$ cat src/rtl/ase_defs.svh
// Register offsets, field positions and timing counts for the serial element.
`ifndef ASE_DEFS_SVH
`define ASE_DEFS_SVH
`define ASE_OFS_DATA 3'h0
`define ASE_OFS_IEN 3'h1
`define ASE_OFS_ISRC 3'h2
`define ASE_OFS_FMT 3'h3
`define ASE_OFS_HOUT 3'h4
`define ASE_OFS_LINK 3'h5
`define ASE_OFS_HIN 3'h6
`define ASE_OFS_SCR 3'h7
`define ASE_FMT_DIVACC 7
`define ASE_FMT_BREAK 6
`define ASE_FMT_STICK 5
`define ASE_FMT_EVEN 4
`define ASE_FMT_PARON 3
`define ASE_FMT_STOP 2
`define ASE_HOUT_LOOP 4
`define ASE_DIV_RESET 16'h000C
`define ASE_OVERSAMPLE 4'hF
`define ASE_MID_SAMPLE 4'h7
`define ASE_ID_MODEM 2'h0
`define ASE_ID_TXE 2'h1
`define ASE_ID_RXA 2'h2
`define ASE_ID_LINE 2'h3
`define ASE_FIFO_DEPTH 8
`endif

$ cat src/rtl/ase_pkg.sv
// Types shared by the serial element design.
package ase_pkg;
    typedef enum logic [1:0] {
        ASE_TX_IDLE = 2'b00,
        ASE_TX_START = 2'b01,
        ASE_TX_BITS = 2'b10,
        ASE_TX_STOP = 2'b11
    } ase_tx_e;
    typedef enum logic [1:0] {
        ASE_RX_IDLE = 2'b00,
        ASE_RX_START = 2'b01,
        ASE_RX_BITS = 2'b10,
        ASE_RX_STOP = 2'b11
    } ase_rx_e;
endpackage

$ cat src/rtl/ase_serial_element.sv
// Serial element: host registers, baud generator, transmitter, receiver.
// Functional notes
// - Frame is start, 5-8 data, optional parity, 1, 1.5 or 2 stops.
// - Baud divisor 1..65535 divides core clock to 16x bit rate tick.
// - Receiver runs from the same 16x tick as the transmitter.
// - With divisor access set, offsets 0/1 reach divisor low/high byte.
// - Divisor access clear, offset 0 read returns received byte.
// - Divisor access clear, offset 0 write loads transmit holding byte.
// - Irq enable bits 0-3: rx data, tx empty, line, modem; rest zero.
// - Irq source: bit0 low when pending, bits 2:1 code, rest zero.
// - Format bits 1:0 select five to eight data bits.
// - Format bits 2-6: stops, parity on, even, stick, break.
// - Format bit 7 is divisor access, redirecting offsets 0 and 1.
// - Handshake outputs: DTR, RTS, out1, out2, loopback; rest zero.
// - Link bits 0-4: ready, overrun, parity, framing, break seen.
// - Link bit 5 holding empty, bit 6 shifter empty, bit 7 zero.
// - Handshake input bits 0, 1, 3 latch changes since last read; bit 2 latches only a fall of RI.
// - Handshake input bits 4-7 show CTS, DSR, RI, carrier now.
`timescale 1ns/10ps
`include "ase_defs.svh"

module ase_fifo #(
    parameter int WIDTH = 8,
    parameter int DEPTH = 8
) (
    // Clock and reset.
    input wire logic core_clk,
    input wire logic srst,
    // Fill side.
    input wire logic in_valid,
    output logic in_ready,
    input wire logic [WIDTH-1:0] in_data,
    // Drain side.
    output logic out_valid,
    input wire logic out_ready,
    output logic [WIDTH-1:0] out_data
);
    localparam int AW = $clog2(DEPTH);
    typedef struct packed {
        logic [AW-1:0] wp;
        logic [AW-1:0] rp;
        logic [AW:0] cnt;
    } ase_fifo_s;
    ase_fifo_s st_reg, st_next;
    logic [WIDTH-1:0] mem [DEPTH];
    logic push, pop;

    // Handshakes reflect honest full and empty.
    assign in_ready = st_reg.cnt != (AW+1)'(DEPTH);
    assign out_valid = st_reg.cnt != '0;
    assign push = in_valid && in_ready;
    assign pop = out_valid && out_ready;
    assign out_data = mem[st_reg.rp];

    // Pointer and count update.
    always_comb
    begin
        st_next = st_reg;
        if (push)
            st_next.wp = st_reg.wp + 1'b1;
        if (pop)
            st_next.rp = st_reg.rp + 1'b1;
        st_next.cnt = st_reg.cnt + (AW+1)'(push) - (AW+1)'(pop);
    end

    // Storage is written without reset since contents are qualified.
    always_ff @(posedge core_clk)
    begin
        if (push)
            mem[st_reg.wp] <= in_data;
        if (srst)
            st_reg <= '0;
        else
            st_reg <= st_next;
    end
endmodule

module ase_serial_element
    import ase_pkg::*;
(
    // Clock and reset.
    input wire logic core_clk,
    input wire logic srst,
    // Host register port.
    input wire logic [2:0] reg_addr,
    input wire logic reg_rd,
    input wire logic reg_wr,
    input wire logic [7:0] reg_wdata,
    output logic [7:0] reg_rdata,
    output logic irq,
    // Serial line.
    output logic ser_out,
    input wire logic ser_in,
    // Modem control outputs and status inputs.
    output logic dtr,
    output logic rts,
    output logic out1,
    output logic out2,
    input wire logic cts,
    input wire logic dsr,
    input wire logic ri,
    input wire logic carrier
);
    typedef struct packed {
        logic [7:0] fmt;
        logic [3:0] ien;
        logic [4:0] hout;
        logic [7:0] scr;
        logic [15:0] div;
        logic [15:0] bcnt;
        logic tick;
        logic [4:0] sin1, sin2, sin3;
        logic [4:0] sin_f;
        logic [3:0] hin_prev;
        logic [3:0] hin_delta;
        ase_tx_e tx_st;
        logic [3:0] tx_sub;
        logic [3:0] tx_bit;
        logic [8:0] tx_sh;
        logic txd;
        logic [4:0] tx_stop_len;
        ase_rx_e rx_st;
        logic [3:0] rx_sub;
        logic [3:0] rx_bit;
        logic [8:0] rx_sh;
        logic [7:0] rbuf;
        logic rdy, ovr, perr, ferr, brk;
        logic txe_irq;
        logic [7:0] rdata;
    } ase_s;
    ase_s s_reg, s_next;

    logic hold_valid, hold_ready, fifo_in_ready, fifo_pop;
    logic [7:0] hold_data;
    logic wr_hold, rx_line;
    logic [3:0] hin_now, len;
    logic [1:0] id_code;
    logic pend, rx_done, tx_take;
    logic [3:0] hin_evt;

    // Number of data bits from the two select bits.
    function automatic logic [3:0] word_len(input logic [1:0] sel);
        word_len = 4'h5 + {2'b00, sel};
    endfunction

    // Parity of the data bits actually sent, with even/stick options.
    function automatic logic par_bit(input logic [7:0] d,
        input logic [1:0] sel, input logic [7:0] f);
        logic [7:0] m;
        logic p;
        m = 8'hFF >> (3'h3 - 3'(sel));
        p = ^(d & m);
        if (f[`ASE_FMT_STICK])
            par_bit = ~f[`ASE_FMT_EVEN];
        else
            par_bit = f[`ASE_FMT_EVEN] ? p : ~p;
    endfunction

    // Writes to offset 0 with divisor access clear fill the holding FIFO; the FIFO's ready drops
    // when full, so a write that finds it full is discarded.
    assign wr_hold = reg_wr && reg_addr == `ASE_OFS_DATA
        && !s_reg.fmt[`ASE_FMT_DIVACC];
    assign fifo_in_ready = hold_ready;

    ase_fifo #(.WIDTH(8), .DEPTH(`ASE_FIFO_DEPTH)) u_hold (
        .core_clk(core_clk),
        .srst(srst),
        .in_valid(wr_hold),
        .in_ready(hold_ready),
        .in_data(reg_wdata),
        .out_valid(hold_valid),
        .out_ready(fifo_pop),
        .out_data(hold_data)
    );

    // Loopback swaps line and modem sources.
    assign len = word_len(s_reg.fmt[1:0]);
    assign rx_line = s_reg.hout[`ASE_HOUT_LOOP] ? s_reg.txd
        : s_reg.sin_f[0];
    assign hin_now = s_reg.hout[`ASE_HOUT_LOOP]
        ? {s_reg.hout[2], s_reg.hout[3], s_reg.hout[0], s_reg.hout[1]}
        : s_reg.sin_f[4:1];
    assign fifo_pop = s_reg.tx_st == ASE_TX_IDLE && s_reg.tick;

    // Event strobes let a same-cycle set win over a clearing access.
    assign tx_take = fifo_pop && hold_valid;
    assign rx_done = s_reg.tick && s_reg.rx_st == ASE_RX_STOP
        && s_reg.rx_sub == `ASE_OVERSAMPLE;
    assign hin_evt = {hin_now[3] ^ s_reg.hin_prev[3],
        s_reg.hin_prev[2] & ~hin_now[2], hin_now[1] ^ s_reg.hin_prev[1],
        hin_now[0] ^ s_reg.hin_prev[0]};

    // Interrupt priority: line, rx data, tx empty, modem.
    always_comb
    begin
        pend = 1'b1;
        id_code = `ASE_ID_MODEM;
        if (s_reg.ien[2] && (s_reg.ovr || s_reg.perr || s_reg.ferr
            || s_reg.brk))
            id_code = `ASE_ID_LINE;
        else if (s_reg.ien[0] && s_reg.rdy)
            id_code = `ASE_ID_RXA;
        else if (s_reg.ien[1] && s_reg.txe_irq)
            id_code = `ASE_ID_TXE;
        else if (s_reg.ien[3] && s_reg.hin_delta != 4'h0)
            id_code = `ASE_ID_MODEM;
        else
            pend = 1'b0;
    end

    always_comb
    begin
        s_next = s_reg;
        s_next.tick = 1'b0;
        // Three-stage pin capture; a bit is taken once stages two and three
        // agree, so a pin caught mid-change never reaches the logic.
        s_next.sin1 = {carrier, ri, dsr, cts, ser_in};
        s_next.sin2 = s_reg.sin1;
        s_next.sin3 = s_reg.sin2;
        s_next.sin_f = (s_reg.sin3 & ~(s_reg.sin2 ^ s_reg.sin3))
            | (s_reg.sin_f & (s_reg.sin2 ^ s_reg.sin3));
        // Baud counter: reload at divisor-1, pulse tick at zero.
        if (s_reg.bcnt == 16'h0000)
        begin
            s_next.bcnt = s_reg.div - 16'h0001;
            s_next.tick = 1'b1;
        end
        else
            s_next.bcnt = s_reg.bcnt - 16'h0001;
        // Modem change detection.
        s_next.hin_prev = hin_now;
        s_next.hin_delta = s_reg.hin_delta | hin_evt;

        // Transmitter on the 16x tick.
        if (s_reg.tick)
        begin
            s_next.tx_sub = s_reg.tx_sub + 4'h1;
            case (s_reg.tx_st)
                ASE_TX_IDLE:
                begin
                    s_next.txd = 1'b1;
                    s_next.tx_sub = 4'h0;
                    if (hold_valid)
                    begin
                        s_next.tx_sh = {par_bit(hold_data, s_reg.fmt[1:0],
                            s_reg.fmt), hold_data};
                        s_next.tx_st = ASE_TX_START;
                        s_next.txd = 1'b0;
                        s_next.txe_irq = 1'b1;
                    end
                end
                ASE_TX_START:
                    if (s_reg.tx_sub == `ASE_OVERSAMPLE)
                    begin
                        s_next.tx_st = ASE_TX_BITS;
                        s_next.tx_bit = 4'h0;
                        s_next.txd = s_reg.tx_sh[0];
                    end
                ASE_TX_BITS:
                    if (s_reg.tx_sub == `ASE_OVERSAMPLE)
                    begin
                        s_next.tx_bit = s_reg.tx_bit + 4'h1;
                        if (s_reg.tx_bit + 4'h1 == len)
                        begin
                            if (s_reg.fmt[`ASE_FMT_PARON])
                                s_next.txd = s_reg.tx_sh[8];
                            else
                            begin
                                s_next.tx_st = ASE_TX_STOP;
                                s_next.txd = 1'b1;
                            end
                        end
                        else if (s_reg.tx_bit == len)
                        begin
                            s_next.tx_st = ASE_TX_STOP;
                            s_next.txd = 1'b1;
                        end
                        else
                            s_next.txd = s_reg.tx_sh[s_reg.tx_bit[2:0] + 3'h1];
                        // Stop length in ticks: 16, 24 or 32.
                        s_next.tx_stop_len = !s_reg.fmt[`ASE_FMT_STOP]
                            ? 5'h0F : (len == 4'h5 ? 5'h17 : 5'h1F);
                    end
                ASE_TX_STOP:
                begin
                    s_next.tx_stop_len = s_reg.tx_stop_len - 5'h01;
                    if (s_reg.tx_stop_len == 5'h00)
                        s_next.tx_st = ASE_TX_IDLE;
                end
                default:
                    s_next.tx_st = ASE_TX_IDLE;
            endcase
        end

        // Receiver on the same tick, sampled mid-bit.
        if (s_reg.tick)
        begin
            s_next.rx_sub = s_reg.rx_sub + 4'h1;
            case (s_reg.rx_st)
                ASE_RX_IDLE:
                begin
                    s_next.rx_sub = 4'h0;
                    if (!rx_line)
                        s_next.rx_st = ASE_RX_START;
                end
                ASE_RX_START:
                    if (s_reg.rx_sub == `ASE_MID_SAMPLE)
                    begin
                        s_next.rx_sub = 4'h0;
                        s_next.rx_bit = 4'h0;
                        s_next.rx_sh = 9'h000;
                        s_next.rx_st = rx_line ? ASE_RX_IDLE : ASE_RX_BITS;
                    end
                ASE_RX_BITS:
                    if (s_reg.rx_sub == `ASE_OVERSAMPLE)
                    begin
                        s_next.rx_sh[s_reg.rx_bit] = rx_line;
                        s_next.rx_bit = s_reg.rx_bit + 4'h1;
                        if (s_reg.rx_bit + 4'h1 ==
                            len + 4'(s_reg.fmt[`ASE_FMT_PARON]))
                            s_next.rx_st = ASE_RX_STOP;
                    end
                ASE_RX_STOP:
                    if (s_reg.rx_sub == `ASE_OVERSAMPLE)
                    begin
                        s_next.rx_st = ASE_RX_IDLE;
                        s_next.rbuf = s_reg.rx_sh[7:0]
                            & (8'hFF >> (3'h3 - 3'(s_reg.fmt[1:0])));
                        s_next.ovr = s_reg.ovr | s_reg.rdy;
                        s_next.rdy = 1'b1;
                        s_next.ferr = s_reg.ferr | ~rx_line;
                        s_next.brk = s_reg.brk | (~rx_line
                            & s_reg.rx_sh == 9'h000);
                        if (s_reg.fmt[`ASE_FMT_PARON])
                            s_next.perr = s_reg.perr | (s_reg.rx_sh[len]
                                != par_bit(s_reg.rx_sh[7:0],
                                s_reg.fmt[1:0], s_reg.fmt));
                    end
                default:
                    s_next.rx_st = ASE_RX_IDLE;
            endcase
        end

        // Register read data; reads clear their flags unless set same cycle.
        s_next.rdata = 8'h00;
        if (reg_rd)
        begin
            if (reg_addr == `ASE_OFS_DATA)
            begin
                if (s_reg.fmt[`ASE_FMT_DIVACC])
                    s_next.rdata = s_reg.div[7:0];
                else
                begin
                    s_next.rdata = s_reg.rbuf;
                    if (!rx_done)
                        s_next.rdy = 1'b0;
                end
            end
            else if (reg_addr == `ASE_OFS_IEN)
                s_next.rdata = s_reg.fmt[`ASE_FMT_DIVACC]
                    ? s_reg.div[15:8] : {4'h0, s_reg.ien};
            else if (reg_addr == `ASE_OFS_ISRC)
            begin
                s_next.rdata = {5'h00, id_code, ~pend};
                if (pend && id_code == `ASE_ID_TXE && !tx_take)
                    s_next.txe_irq = 1'b0;
            end
            else if (reg_addr == `ASE_OFS_FMT)
                s_next.rdata = s_reg.fmt;
            else if (reg_addr == `ASE_OFS_HOUT)
                s_next.rdata = {3'h0, s_reg.hout};
            else if (reg_addr == `ASE_OFS_LINK)
            begin
                s_next.rdata = {1'b0, s_reg.tx_st == ASE_TX_IDLE
                    && !hold_valid, !hold_valid, s_reg.brk, s_reg.ferr,
                    s_reg.perr, s_reg.ovr, s_reg.rdy};
                // A frame ending in the same cycle keeps its fresh flags.
                if (!rx_done)
                    {s_next.ovr, s_next.perr, s_next.ferr,
                        s_next.brk} = 4'h0;
            end
            else if (reg_addr == `ASE_OFS_HIN)
            begin
                s_next.rdata = {hin_now[3], hin_now[2], hin_now[1],
                    hin_now[0], s_reg.hin_delta};
                s_next.hin_delta = hin_evt;
            end
            else
                s_next.rdata = s_reg.scr;
        end

        // Register writes.
        if (reg_wr)
        begin
            if (reg_addr == `ASE_OFS_DATA)
            begin
                if (s_reg.fmt[`ASE_FMT_DIVACC])
                    s_next.div[7:0] = reg_wdata;
                else if (fifo_in_ready && !tx_take)
                    s_next.txe_irq = 1'b0;
            end
            else if (reg_addr == `ASE_OFS_IEN)
            begin
                if (s_reg.fmt[`ASE_FMT_DIVACC])
                    s_next.div[15:8] = reg_wdata;
                else
                    s_next.ien = reg_wdata[3:0];
            end
            else if (reg_addr == `ASE_OFS_FMT)
                s_next.fmt = reg_wdata;
            else if (reg_addr == `ASE_OFS_HOUT)
                s_next.hout = reg_wdata[4:0];
            else if (reg_addr == `ASE_OFS_SCR)
                s_next.scr = reg_wdata;
        end
        // A zero divisor would wrap its reload to 65535, so it counts as one.
        if (s_next.div == 16'h0000)
            s_next.div = 16'h0001;
        // A new divisor restarts the count, or an old long one would linger.
        if (s_next.div != s_reg.div)
            s_next.bcnt = 16'h0000;
    end

    // Reset parks the line high and the pin capture at an idle line.
    always_ff @(posedge core_clk)
    begin
        if (srst)
        begin
            s_reg <= '0;
            s_reg.div <= `ASE_DIV_RESET;
            s_reg.txd <= 1'b1;
            s_reg.sin1 <= 5'h01;
            s_reg.sin2 <= 5'h01;
            s_reg.sin3 <= 5'h01;
            s_reg.sin_f <= 5'h01;
        end
        else
            s_reg <= s_next;
    end

    // Outputs; loopback parks the line idle and the modem pins inactive.
    assign reg_rdata = s_reg.rdata;
    assign irq = pend;
    assign ser_out = s_reg.hout[`ASE_HOUT_LOOP] ? 1'b1
        : (s_reg.txd & ~s_reg.fmt[`ASE_FMT_BREAK]);
    assign dtr = s_reg.hout[0] & ~s_reg.hout[`ASE_HOUT_LOOP];
    assign rts = s_reg.hout[1] & ~s_reg.hout[`ASE_HOUT_LOOP];
    assign out1 = s_reg.hout[2] & ~s_reg.hout[`ASE_HOUT_LOOP];
    assign out2 = s_reg.hout[3] & ~s_reg.hout[`ASE_HOUT_LOOP];
endmodule

$ cat config.mk
export PLATFORM = sky130hd
export DESIGN_NAME = ase_serial_element
export DESIGN_NICKNAME = d
export VERILOG_FILES = /design/src/rtl/ase_pkg.sv /design/src/rtl/ase_serial_element.sv
export VERILOG_INCLUDE_DIRS = /design/src /design/src/rtl
export SDC_FILE = /design/constraint.sdc
export NUM_CORES = 1
export LEC_CHECK = 0
export ABC_CLOCK_PERIOD_IN_PS = 2850
export BUFFER_PORTS_ARGS = -buffer_cell sky130_fd_sc_hd__buf_2
export CORE_MARGIN = 1.5
export CORE_UTILIZATION = 45
export DETAILED_ROUTE_END_ITERATION = 16
export GPL_ROUTABILITY_DRIVEN = 0
export PLACE_DENSITY = 0.64
export RECOVER_POWER = 100
export SYNTH_ARGS = -nofsm -noshare
export SYNTH_HDL_FRONTEND = slang
export SYNTH_SLANG_ARGS = --single-unit
$ cat constraint.sdc
create_clock -name core_clk -period 2.85 [get_ports core_clk]
set_input_delay 0 -clock core_clk [delete_from_list [all_inputs] [get_ports core_clk]]
set_output_delay 0 -clock core_clk [all_outputs]
set_load 0.02 [all_outputs]
==> results.py, run 1 <==
metrics = {
    "yosys": {
        "yosysWarnings": 0,
        "ys_ff_latch": 229,
        "ys_seq_area_share_pct": 48.2,
        "ys.flop_type": "dfxtp_1",
        "synth_cell_type_count": 75,
        "yosysTopAreaCellShare_pct": 30.5,
        "postSynthAreaPerCell_sq_um": 9.49,
        "async_flop_share_pct": 0,
        "syn_area_sq_um": 10800,
        "yosysTopAreaCell": "dfxtp_1",
        "synth_edf_count": 64,
        "synthCells": 1143,
        "synth_area_leaders": "dfxtp_1 (30%), edfxtp_1 (18%), a21oi_1 (6.0%), nand2_1 (5.5%), mux4_2 (4.2%)",
        "syn_nets": 1192,
    },
    "floorplan": {
        "die_area_sq_um": 25000,
        "io-pin-count": 34,
        "design.core.area_sq_um": 23500,
        "dieHeight_um": 158,
        "die_w_um": 158,
        "start_util_pct": 46.1,
        "rows": 56,
    },
    "critical_path": {
        "worstPathRequired_ns": 3.23,
        "critical_path.slowest_cell": "nor4_1",
        "cpMostUsedCell": "nor2_1",
        "path_cells": "nor4_1, nand3_1, nor2_1, a21oi_1, ha_1, o311ai_1, a211oi_1, nand2_1, xnor2_1, nor2_1",
        "reg2reg_setup_slack_ns": 0.31,
        "slowest_delay_ns": 0.42,
        "cp_num_buf_inv": 0,
        "reg2regPathDepth": 10,
        "r2r_start": "s_reg[100]",
        "cp.depth": 10,
        "criticalPathCategory": "reg2reg",
        "worstReg2RegEnd": "s_reg[103]",
        "worstPathMaxFanout": 6,
        "worstPathArrival_ns": 2.93,
        "crit_end": "s_reg[103]",
        "startpoint_type": "register",
        "cp_top_family": "simple AND/OR/NAND/NOR gates",
        "cp-end-kind": "register",
        "setup.worst_path.start": "s_reg[100]",
    },
    "finish": {
        "fin_nets": 1238,
        "multi_input_area_sq_um": 5150,
        "fin_area_sq_um": 12300,
        "layout-drive-gt1-share_pct": 8.93,
        "largest_reg_flops": 128,
        "n_antenna_cell": 0,
        "fillers": 2186,
        "regArea_sq_um": 5230,
        "area_growth_pct": 13.8,
    },
    "routing": {
        "wirelength_met1_um": 12800,
        "top_layer": "met4",
        "vias": 8416,
        "drt_iter0_drc": 800,
        "wl_um": 27100,
        "wl_met2_um": 12000,
        "drt_pass1_iterations": 6,
        "ant_nets": 0,
        "wl_met3_um": 1780,
        "vias_per_cell": 5.51,
        "drt-wirelength-per-cell_um": 17.7,
        "drc": 0,
    },
    "placement": {
        "dp_slack_ns": 0.377,
        "post_dp_cell_area_sq_um": 11400,
        "hpwl_um": 18900,
        "buffer_ports.inserted": 33,
    },
    "clock_network": {
        "cts_inserted_buffers": 26,
        "ctsResizeCount": 0,
        "cts.path.max_buffers": 3,
        "cts-root-buf": "clkbuf_16",
        "clk_pin_slew_ns": 0.06,
        "clock_sinks": 229,
        "htreeDepth": 1,
        "tritoncts": "built",
        "ctsHoldBuffers": 18,
        "insertion_delay_ns": 0.53,
        "cts_setup_buffers": 0,
    },
    "global_routing": {
        "antenna_found_initial": 0,
        "grt_max_degree": 51,
        "grt_pass1_vias": 7839,
        "overflow": 0,
        "grt_pass1_wl_um": 43200,
        "grt_usage_pct": 22.0,
    },
    "timing": {
        "layout_setup_ws_ns": 0.305,
        "tns_ns": 0,
        "maxSlewViolCount": 50,
        "finClkSkew_ns": 0.0150,
        "clock.fmax_ghz": 0.393,
        "hold_viol": 0,
        "fin_crit_sh_pct": 89.3,
        "worst_slew_pin_slew_ns": 2.07,
        "finalCriticalPeriod_ns": 2.54,
        "setup_viol": 0,
        "slew_headroom_pct": -37.9,
        "rsz0062_at_grt": "false",
        "hold-worst-slack_ns": 0.0104,
    },
    "status": {
        "status": "finished with violations",
        "violations": "capacitance limit, slew limit",
    },
    "pwr": {
        "ir_drop_uv": 473,
        "leakage_nw": 4.21,
        "power_density_nw_per_um2": 670,
    },
    "job": {
        "cap_violations": 1,
    },
    "hold_path": {
        "hold_path.class": "in2reg",
    },
}
-- worst min-delay path by stage --
stage	cells after the start	start	end	slack (ns)
2_1_floorplan	0	reg_wdata[0]	u_hold.mem[0][0]	0.1
3_3_place_gp	2	ser_in	s_next[84]	0.19
3_5_place_dp	2	ser_in	s_next[84]	0.19
4_1_cts	5	reg_addr[0]	reg_rdata[5]	0.005
5_1_grt	3	reg_addr[0]	s_reg[11]	0.05
6_report	5	reg_addr[0]	reg_rdata[5]	0.01
-- cells by family (layout without fill, tap and decap cells) --
group                    after synthesis  count (layout)  synth area share (%)
AND/OR/NAND/NOR                      419             419                  17.7
AO/OA/AOI/OAI                        249             249                  13.8
flip-flops                           229             229                  48.2
buffers and inverters                104             170                  4.15
multiplexers                          59              59                  8.02
XOR/XNOR                              54              54                  4.68
adder cells (fa/ha/maj)               29              29                  3.48
-- metal layers --
metal | track usage, % | up-vias
met1 | 32.5 | 3976
met2 | 33.6 | 265
met4 | 5.47 | 0
met3 | 3.45 | 42
met5 | 0 | -
li1 | - | 4133
-- per-stage QoR --
step | std cells | total power [W] | utilization, %
finish | 1528 | 0.00827 | 52.4
global route | 1528 | 0.00865 | 52.4
CTS | 1528 | 0.00833 | 52.9
detailed placement | 1462 | 0.00480 | 48.3
global placement | 1462 | 0.00480 | 48.3
floorplan | 1143 | 0.00451 | -
-- synth_stat cells, drive strengths merged (18+ instances only) --
cell	instances
mux4	20
nor2	117
ha	27
mux2i	36
xnor2	30
nor2b	26
clkbuf	47
nand2	158
o21ai	39
dfxtp	165
inv	33
nor3	20
a211oi	18
buf	23
edfxtp	64
a21oi	129
nand3	28
xor2	22
-- worst register-to-register path: cells and delay by family (launching register included) --
| family | cells | cell delay, ns |
|---|---|---|
| xor gates and xnor gates | 1 | 0.12 |
| adders and majority gates | 1 | 0.26 |
| and+or+nand+nor | 5 | 1.16 |
| AOI/OAI and AO/OA | 3 | 0.52 |
| DFF | 1 | 0.34 |
-- area by class of cell --
cell class | count | share of cell area, %
clock buffer | 31 | 5.68
clock inverter | 17 | 1.67
inverter | 34 | 1.03
multi-input combinational | 810 | 41.8
sequential | 229 | 42.4
tap | 319 | 3.24
timing repair buffer | 88 | 4.24
-- cells in the final DEF, fill, tap and decap left out, drive strengths merged, types with 22 or more instances in the layout --
| cell | n |
|---|---|
| edfxtp | 64 |
| inv | 33 |
| a21oi | 129 |
| o21ai | 39 |
| mux2i | 36 |
| nor2b | 26 |
| nor2 | 117 |
| nand2 | 158 |
| clkbuf | 75 |
| xor2 | 22 |
| xnor2 | 30 |
| ha | 27 |
| buf | 26 |
| nand3 | 28 |
| dfxtp | 165 |
-- power breakdown --
part | internal, W | switching, W | total [W]
sequential | 0.00348 | 0.000102 | 0.00358
clock | 0.00219 | 0.00131 | 0.00351
combinational | 0.000438 | 0.000737 | 0.00117
(Power assumes the default switching activity.)
==> inputs of run 2 (changes only) <==
--- a/config.mk
+++ b/config.mk
@@ -12,7 +12,7 @@
 export CORE_UTILIZATION = 45
 export DETAILED_ROUTE_END_ITERATION = 16
 export GPL_ROUTABILITY_DRIVEN = 0
-export PLACE_DENSITY = 0.64
+export PLACE_DENSITY = 0.72
 export RECOVER_POWER = 100
 export SYNTH_ARGS = -nofsm -noshare
 export SYNTH_HDL_FRONTEND = slang
==> run 2 against run 1 <==
Compared with the run above:
- the flow still finishes with violations (capacitance limit, slew limit)
- maximum frequency shrank 1.7%
- core utilization is 0.14 points lower
- clock power fell by 3%
- non-clock buffer count down 4
- highest routed layer unchanged
- critical path type is now in2reg
- design area fell by 0.26%
- register-to-register slack lost 0.02 ns
- power decreased by 1.1%
- via count up 3.6%
- routed wire length is 1.4% higher
- sequential power hardly changed
- combinational power hardly changed
- largest cell class unchanged
==> results.py, run 2 (synthesis results as in run 1) <==
metrics = {
    "pwr": {
        "intPower_w": 0.00602,
        "leakage_nw": 4.20,
        "power_frac_seq_pct": 43.8,
        "pwr-share-comb_pct": 14.5,
        "switching_power_w": 0.00216,
        "ir_drop_uv": 403,
        "power_density_nw_per_um2": 665,
        "netSwitchingFraction_pct": 26.4,
        "clkPwrFrac_pct": 41.7,
    },
    "clock_network": {
        "tritoncts": "built",
        "insertion_delay_ns": 0.53,
        "clk_pin_slew_ns": 0.06,
        "clock_sinks": 229,
        "cts.path.max_buffers": 3,
        "cts_inserted_buffers": 26,
        "cts_setup_buffers": 0,
        "htreeDepth": 1,
        "ctsResizeCount": 0,
        "ctsHoldBuffers": 17,
        "cts-root-buf": "clkbuf_16",
    },
    "critical_path": {
        "worstPathArrival_ns": 2.92,
        "worstPathMaxFanout": 45,
        "startpoint_type": "input pin",
        "slowest_delay_ns": 1.52,
        "reg2reg_setup_slack_ns": 0.29,
        "critical_path.slowest_cell": "clkbuf_1",
        "path_cells": "dlygate4sd3_1, buf_4, clkbuf_1, nor4b_1, mux2i_1, o311ai_1",
        "worstReg2RegEnd": "s_reg[55]",
        "reg2regPathDepth": 8,
        "worstPathRequired_ns": 3.18,
        "criticalPathCategory": "in2reg",
        "cp-end-kind": "register",
    },
    "global_routing": {
        "grt_usage_pct": 22.2,
        "overflow": 0,
        "grt_pass1_wl_um": 43300,
        "grt_pass1_vias": 8137,
        "grt_max_degree": 65,
        "antenna_found_initial": 0,
    },
    "routing": {
        "ant_nets": 0,
        "drt_pass1_iterations": 5,
        "drt-wirelength-per-cell_um": 18.0,
        "vias": 8716,
        "drt_iter0_drc": 785,
        "vias_per_cell": 5.72,
        "wl_um": 27500,
        "drc": 0,
    },
    "timing": {
        "finClkSkew_ns": 0.0151,
        "slew_headroom_pct": -38.8,
        "maxSlewViolCount": 46,
        "clock.fmax_ghz": 0.386,
        "finalCriticalPeriod_ns": 2.59,
        "tns_ns": 0,
        "fin_crit_sh_pct": 90.8,
        "rsz0062_at_grt": "false",
        "hold_viol": 0,
        "layout_setup_ws_ns": 0.262,
        "setup_viol": 0,
        "worst_slew_pin_slew_ns": 2.08,
    },
    "placement": {
        "dp_slack_ns": 0.402,
        "hpwl_um": 19200,
        "buffer_ports.inserted": 33,
    },
    "finish": {
        "n_antenna_cell": 0,
        "layout_commonest_cell": "dfxtp_1",
        "area_growth_pct": 13.5,
        "fin_nets": 1234,
        "layout-drive-gt1-share_pct": 8.97,
        "final_cell_mix": "dfxtp_1 (165), nand2_1 (158), a21oi_1 (129)",
        "utilization_pct": 52.3,
        "largest_reg_flops": 128,
        "fillers": 2181,
    },
    "floorplan": {
        "die_area_sq_um": 25000,
        "design.core.area_sq_um": 23500,
        "io-pin-count": 34,
        "die_w_um": 158,
        "dieHeight_um": 158,
        "rows": 56,
        "start_util_pct": 46.1,
    },
    "hold_path": {
        "whs_path_depth": 4,
        "holdCritStartpoint": "reg_addr[0]",
        "whs_endpoint": "s_reg[13]",
        "hold_path.class": "in2reg",
    },
    "status": {
        "violations": "capacitance limit, slew limit",
        "status": "finished with violations",
    },
    "job": {
        "cap_violations": 1,
    },
}
run 2: cell types whose count changed in the layout (fill, tap and decap cells not counted), moves of 2 or more:
cell,previous run,this run
clkbuf_1,45,39
o311ai_0,5,3
o311ai_1,1,3
clkinv_1,4,7
clkinv_2,8,5
buf_2,8,11
run 2: critical path: cells and delay by family:
kind,cells,cell delay (ns)
buffers and inverters,3,2.37
multiplexers,1,0.25
AND/OR/NAND/NOR,1,0.15
AO/OA/AOI/OAI,1,0.12
run 2: worst max-delay path by stage:
stage                     slack [ns]  startpoint    endpoint  depth (start not counted)
after floorplan                 0.39  s_reg[100]  s_reg[103]                         11
after global placement          0.49    register   s_reg[55]                          8
after detailed placement        0.40    register   s_reg[55]                          8
after CTS                       0.36    register   s_reg[55]                          8
after global routing            0.08    register   s_reg[55]                          8
final                           0.26        srst   s_reg[55]                          6
run 2: routing by layer:
metal	share of wire, %	track usage [%]
met2	45	34.1
met1	44	31.2
met4	3.7	8.99
met3	7.6	3.50
met5	0	0
run 2: stage by stage:
step / instance area, sq um / hold WS [ns] / power [W] / cells
3_3_place_gp: 11300 / 0.182 / 0.00477 / 1459
5_1_grt: 12300 / 0.0837 / 0.00851 / 1523
6_report: 12300 / 0.0552 / 0.00818 / 1523
2_1_floorplan: 10800 / 0.0989 / 0.00451 / 1143
3_5_place_dp: 11300 / 0.194 / 0.00480 / 1459
4_1_cts: 12400 / 0.0107 / 0.00822 / 1523
run 2: cell type report:
type,count,area (sq um),area share [%]
multi-input combinational,810,5170,42.0
clock buffer,30,697,5.66
inverter,34,128,1.04
sequential,229,5230,42.5
timing repair buffer,84,504,4.10
tap,319,399,3.24
clock inverter,17,184,1.49
run 2: power groups by stage:
| stage | Sequential (W) | Combinational (W) | Clock [W] |
|---|---|---|---|
| after floorplan | 0.00362 | 0.000888 | 0 |
| after global placement | 0.00364 | 0.00113 | 0 |
| after detailed placement | 0.00365 | 0.00115 | 0 |
| after CTS | 0.00358 | 0.00118 | 0.00347 |
| after global routing | 0.00360 | 0.00132 | 0.00359 |
| final | 0.00358 | 0.00119 | 0.00341 |
==> inputs of run 3 (changes only) <==
--- a/config.mk
+++ b/config.mk
@@ -8,11 +8,13 @@
 export LEC_CHECK = 0
 export ABC_CLOCK_PERIOD_IN_PS = 2850
 export BUFFER_PORTS_ARGS = -buffer_cell sky130_fd_sc_hd__buf_2
+export CELL_PAD_IN_SITES_DETAIL_PLACEMENT = 2
+export CELL_PAD_IN_SITES_GLOBAL_PLACEMENT = 2
 export CORE_MARGIN = 1.5
-export CORE_UTILIZATION = 45
+export CORE_UTILIZATION = 40
 export DETAILED_ROUTE_END_ITERATION = 16
 export GPL_ROUTABILITY_DRIVEN = 0
-export PLACE_DENSITY = 0.72
+export PLACE_DENSITY = 0.9
 export RECOVER_POWER = 100
 export SYNTH_ARGS = -nofsm -noshare
 export SYNTH_HDL_FRONTEND = slang
==> run 3 against run 2 <==
Compared with the run above:
- the flow still finishes with violations (capacitance limit, slew limit)
- clock-buffer cell count grew 1
- design area rose by 0.46%
- first-iteration DRC count decreased by 6.4%
- maximum frequency decreased by 3.0%
- worst hold slack improved by 0.032 ns
- core utilization decreased by 6.1 points
- routed wire length increased by 41%
- critical path type unchanged
==> results.py, run 3 (synthesis results as in run 1) <==
metrics = {
    "placement": {
        "dp_cells": 1489,
        "buffer_ports.inserted": 33,
        "post_dp_cell_area_sq_um": 11400,
        "hpwl_um": 26300,
    },
    "timing": {
        "tns_ns": 0,
        "finClkSkew_ns": 0.0319,
        "slew_headroom_pct": -12.2,
        "setup_viol": 0,
        "hold-worst-slack_ns": 0.0872,
        "finalCriticalPeriod_ns": 2.67,
        "maxSlewViolCount": 37,
        "clock.fmax_ghz": 0.375,
        "hold_viol": 0,
        "rsz0062_at_grt": "false",
        "worst_slew_pin_slew_ns": 1.68,
        "fin_crit_sh_pct": 93.7,
    },
    "routing": {
        "vias": 9306,
        "drt_pass1_iterations": 7,
        "vias_per_cell": 6.00,
        "drt-wirelength-per-cell_um": 25.0,
        "wl_um": 38800,
        "drc": 0,
        "drt_iter0_drc": 735,
        "ant_nets": 0,
    },
    "global_routing": {
        "grt_usage_pct": 27.8,
        "overflow": 0,
        "grt_pass1_wl_um": 60400,
        "grt_pass1_vias": 10200,
        "antenna_found_initial": 2,
        "grt_max_degree": 59,
    },
    "critical_path": {
        "startpoint_type": "input pin",
        "worstPathMaxFanout": 15,
        "reg2reg_setup_slack_ns": 0.21,
        "path_cells": "dlygate4sd3_1, clkbuf_1, clkbuf_1, xor2_1, nor4_1, o22ai_1, nor4_1, o21ai_2, buf_4, nor2_1",
        "criticalPathCategory": "in2reg",
        "cp-end-kind": "register",
        "worstPathArrival_ns": 3.15,
        "slowest_delay_ns": 0.71,
        "reg2regPathDepth": 8,
        "worstReg2RegEnd": "s_reg[55]",
        "critical_path.slowest_cell": "clkbuf_1",
        "worstPathRequired_ns": 3.33,
    },
    "hold_path": {
        "whs_endpoint": "s_reg[130]",
        "hold_path.class": "in2reg",
        "holdCritStartpoint": "reg_wr",
        "whs_path_depth": 5,
    },
    "finish": {
        "layout-drive-gt1-share_pct": 10.0,
        "area_growth_pct": 14.0,
        "layout_commonest_cell": "dfxtp_1",
        "final_cell_mix": "dfxtp_1 (165), nand2_1 (158), a21oi_1 (129)",
        "largest_reg_flops": 128,
        "fillers": 2830,
        "fin_area_sq_um": 12400,
        "final_cells": 1551,
        "fin_nets": 1239,
    },
    "clock_network": {
        "cts_inserted_buffers": 26,
        "tritoncts": "built",
        "htreeDepth": 1,
        "clk_pin_slew_ns": 0.07,
        "cts.path.max_buffers": 3,
        "insertion_delay_ns": 0.56,
        "clock_sinks": 229,
        "cts-root-buf": "clkbuf_16",
    },
    "floorplan": {
        "dieHeight_um": 168,
        "rows": 60,
        "die_w_um": 168,
        "die_area_sq_um": 28100,
        "design.core.area_sq_um": 26800,
        "start_util_pct": 40.5,
        "io-pin-count": 34,
    },
    "pwr": {
        "ir_drop_uv": 615,
        "power_density_nw_per_um2": 681,
        "leakage_nw": 4.19,
    },
    "job": {
        "cap_violations": 1,
    },
    "status": {
        "status": "finished with violations",
        "violations": "capacitance limit, slew limit",
    },
}
==> run 3: cell count changes in the layout (fill, tap and decap cells not counted), moves of 2 or more <==
| cell | previous run | this run |
|---|---|---|
| nor4_1 | 10 | 8 |
| clkinvlp_4 | 1 | 3 |
| buf_4 | 17 | 21 |
| clkinv_1 | 7 | 2 |
| dlygate4sd3_1 | 17 | 14 |
| nor4_2 | 0 | 2 |
| clkbuf_1 | 39 | 43 |
==> run 3: cell type report <==
type	count	area, sq um	share of cell area (%)
clock buffers	31	689	5.58
diodes	1	2.50	0.0202
clock inverters	16	176	1.43
multi-input cells	810	5190	42.0
inverters	34	128	1.03
flip-flops and latches	229	5230	42.3
well taps	341	427	3.45
repair buffers	89	524	4.24
==> run 3: worst max-delay path: cells and delay by family <==
family | cells | cell delay, ns
simple gates | 3 | 1.02
buf+inv | 4 | 1.66
compound gates | 2 | 0.27
xor+xnor | 1 | 0.18
==> run 3: report_power, final <==
group	switching (W)	total (W)	internal (W)
clock network	0.00145	0.00346	0.00200
logic	0.000890	0.00135	0.000457
registers	0.000131	0.00361	0.00348
==> run 3: metal layers <==
layer	vias up	track usage, %	part of all wire (%)	routed length, um
met5	-	0	0	0
met4	0	10.7	3.8	1460
met3	94	3.83	4.9	1910
met2	304	47.9	49	18900
met1	4772	35.3	43	16500
li1	4136	-	-	-
==> run 3: worst max-delay path by stage <==
| stage | startpoint | to | slack (ns) | cells after the start |
|---|---|---|---|---|
| after global placement | s_reg[106] | s_reg[103] | 0.31 | 10 |
| after detailed placement | s_reg[106] | s_reg[103] | 0.15 | 10 |
| final | reg_wdata[7] | s_reg[107] | 0.18 | 10 |
| after global routing | reg_wdata[7] | s_reg[107] | 0.02 | 10 |
| after CTS | s_reg[100] | s_reg[103] | 0.14 | 10 |
| after floorplan | s_reg[100] | s_reg[103] | 0.39 | 11 |
==> run 3: repair_timing <==
item,in CTS,in global routing
endpoints found under the setup margin,2,5
hold buffers,14,0
gates cloned,0,0
gates resized for setup,1,3
buffers inserted,0,0
hold endpoints to repair,94,0
pin swaps,0,0
==> run 3: per-stage QoR <==
step           worst slack [ns]  total power [W]  utilization (%)
2_1_floorplan             0.388          0.00451                -
3_3_place_gp              0.309          0.00483             42.7
3_5_place_dp              0.149          0.00491             42.7
4_1_cts                   0.140          0.00843             46.5
5_1_grt                  0.0229          0.00871             46.1
6_report                  0.181          0.00841             46.1
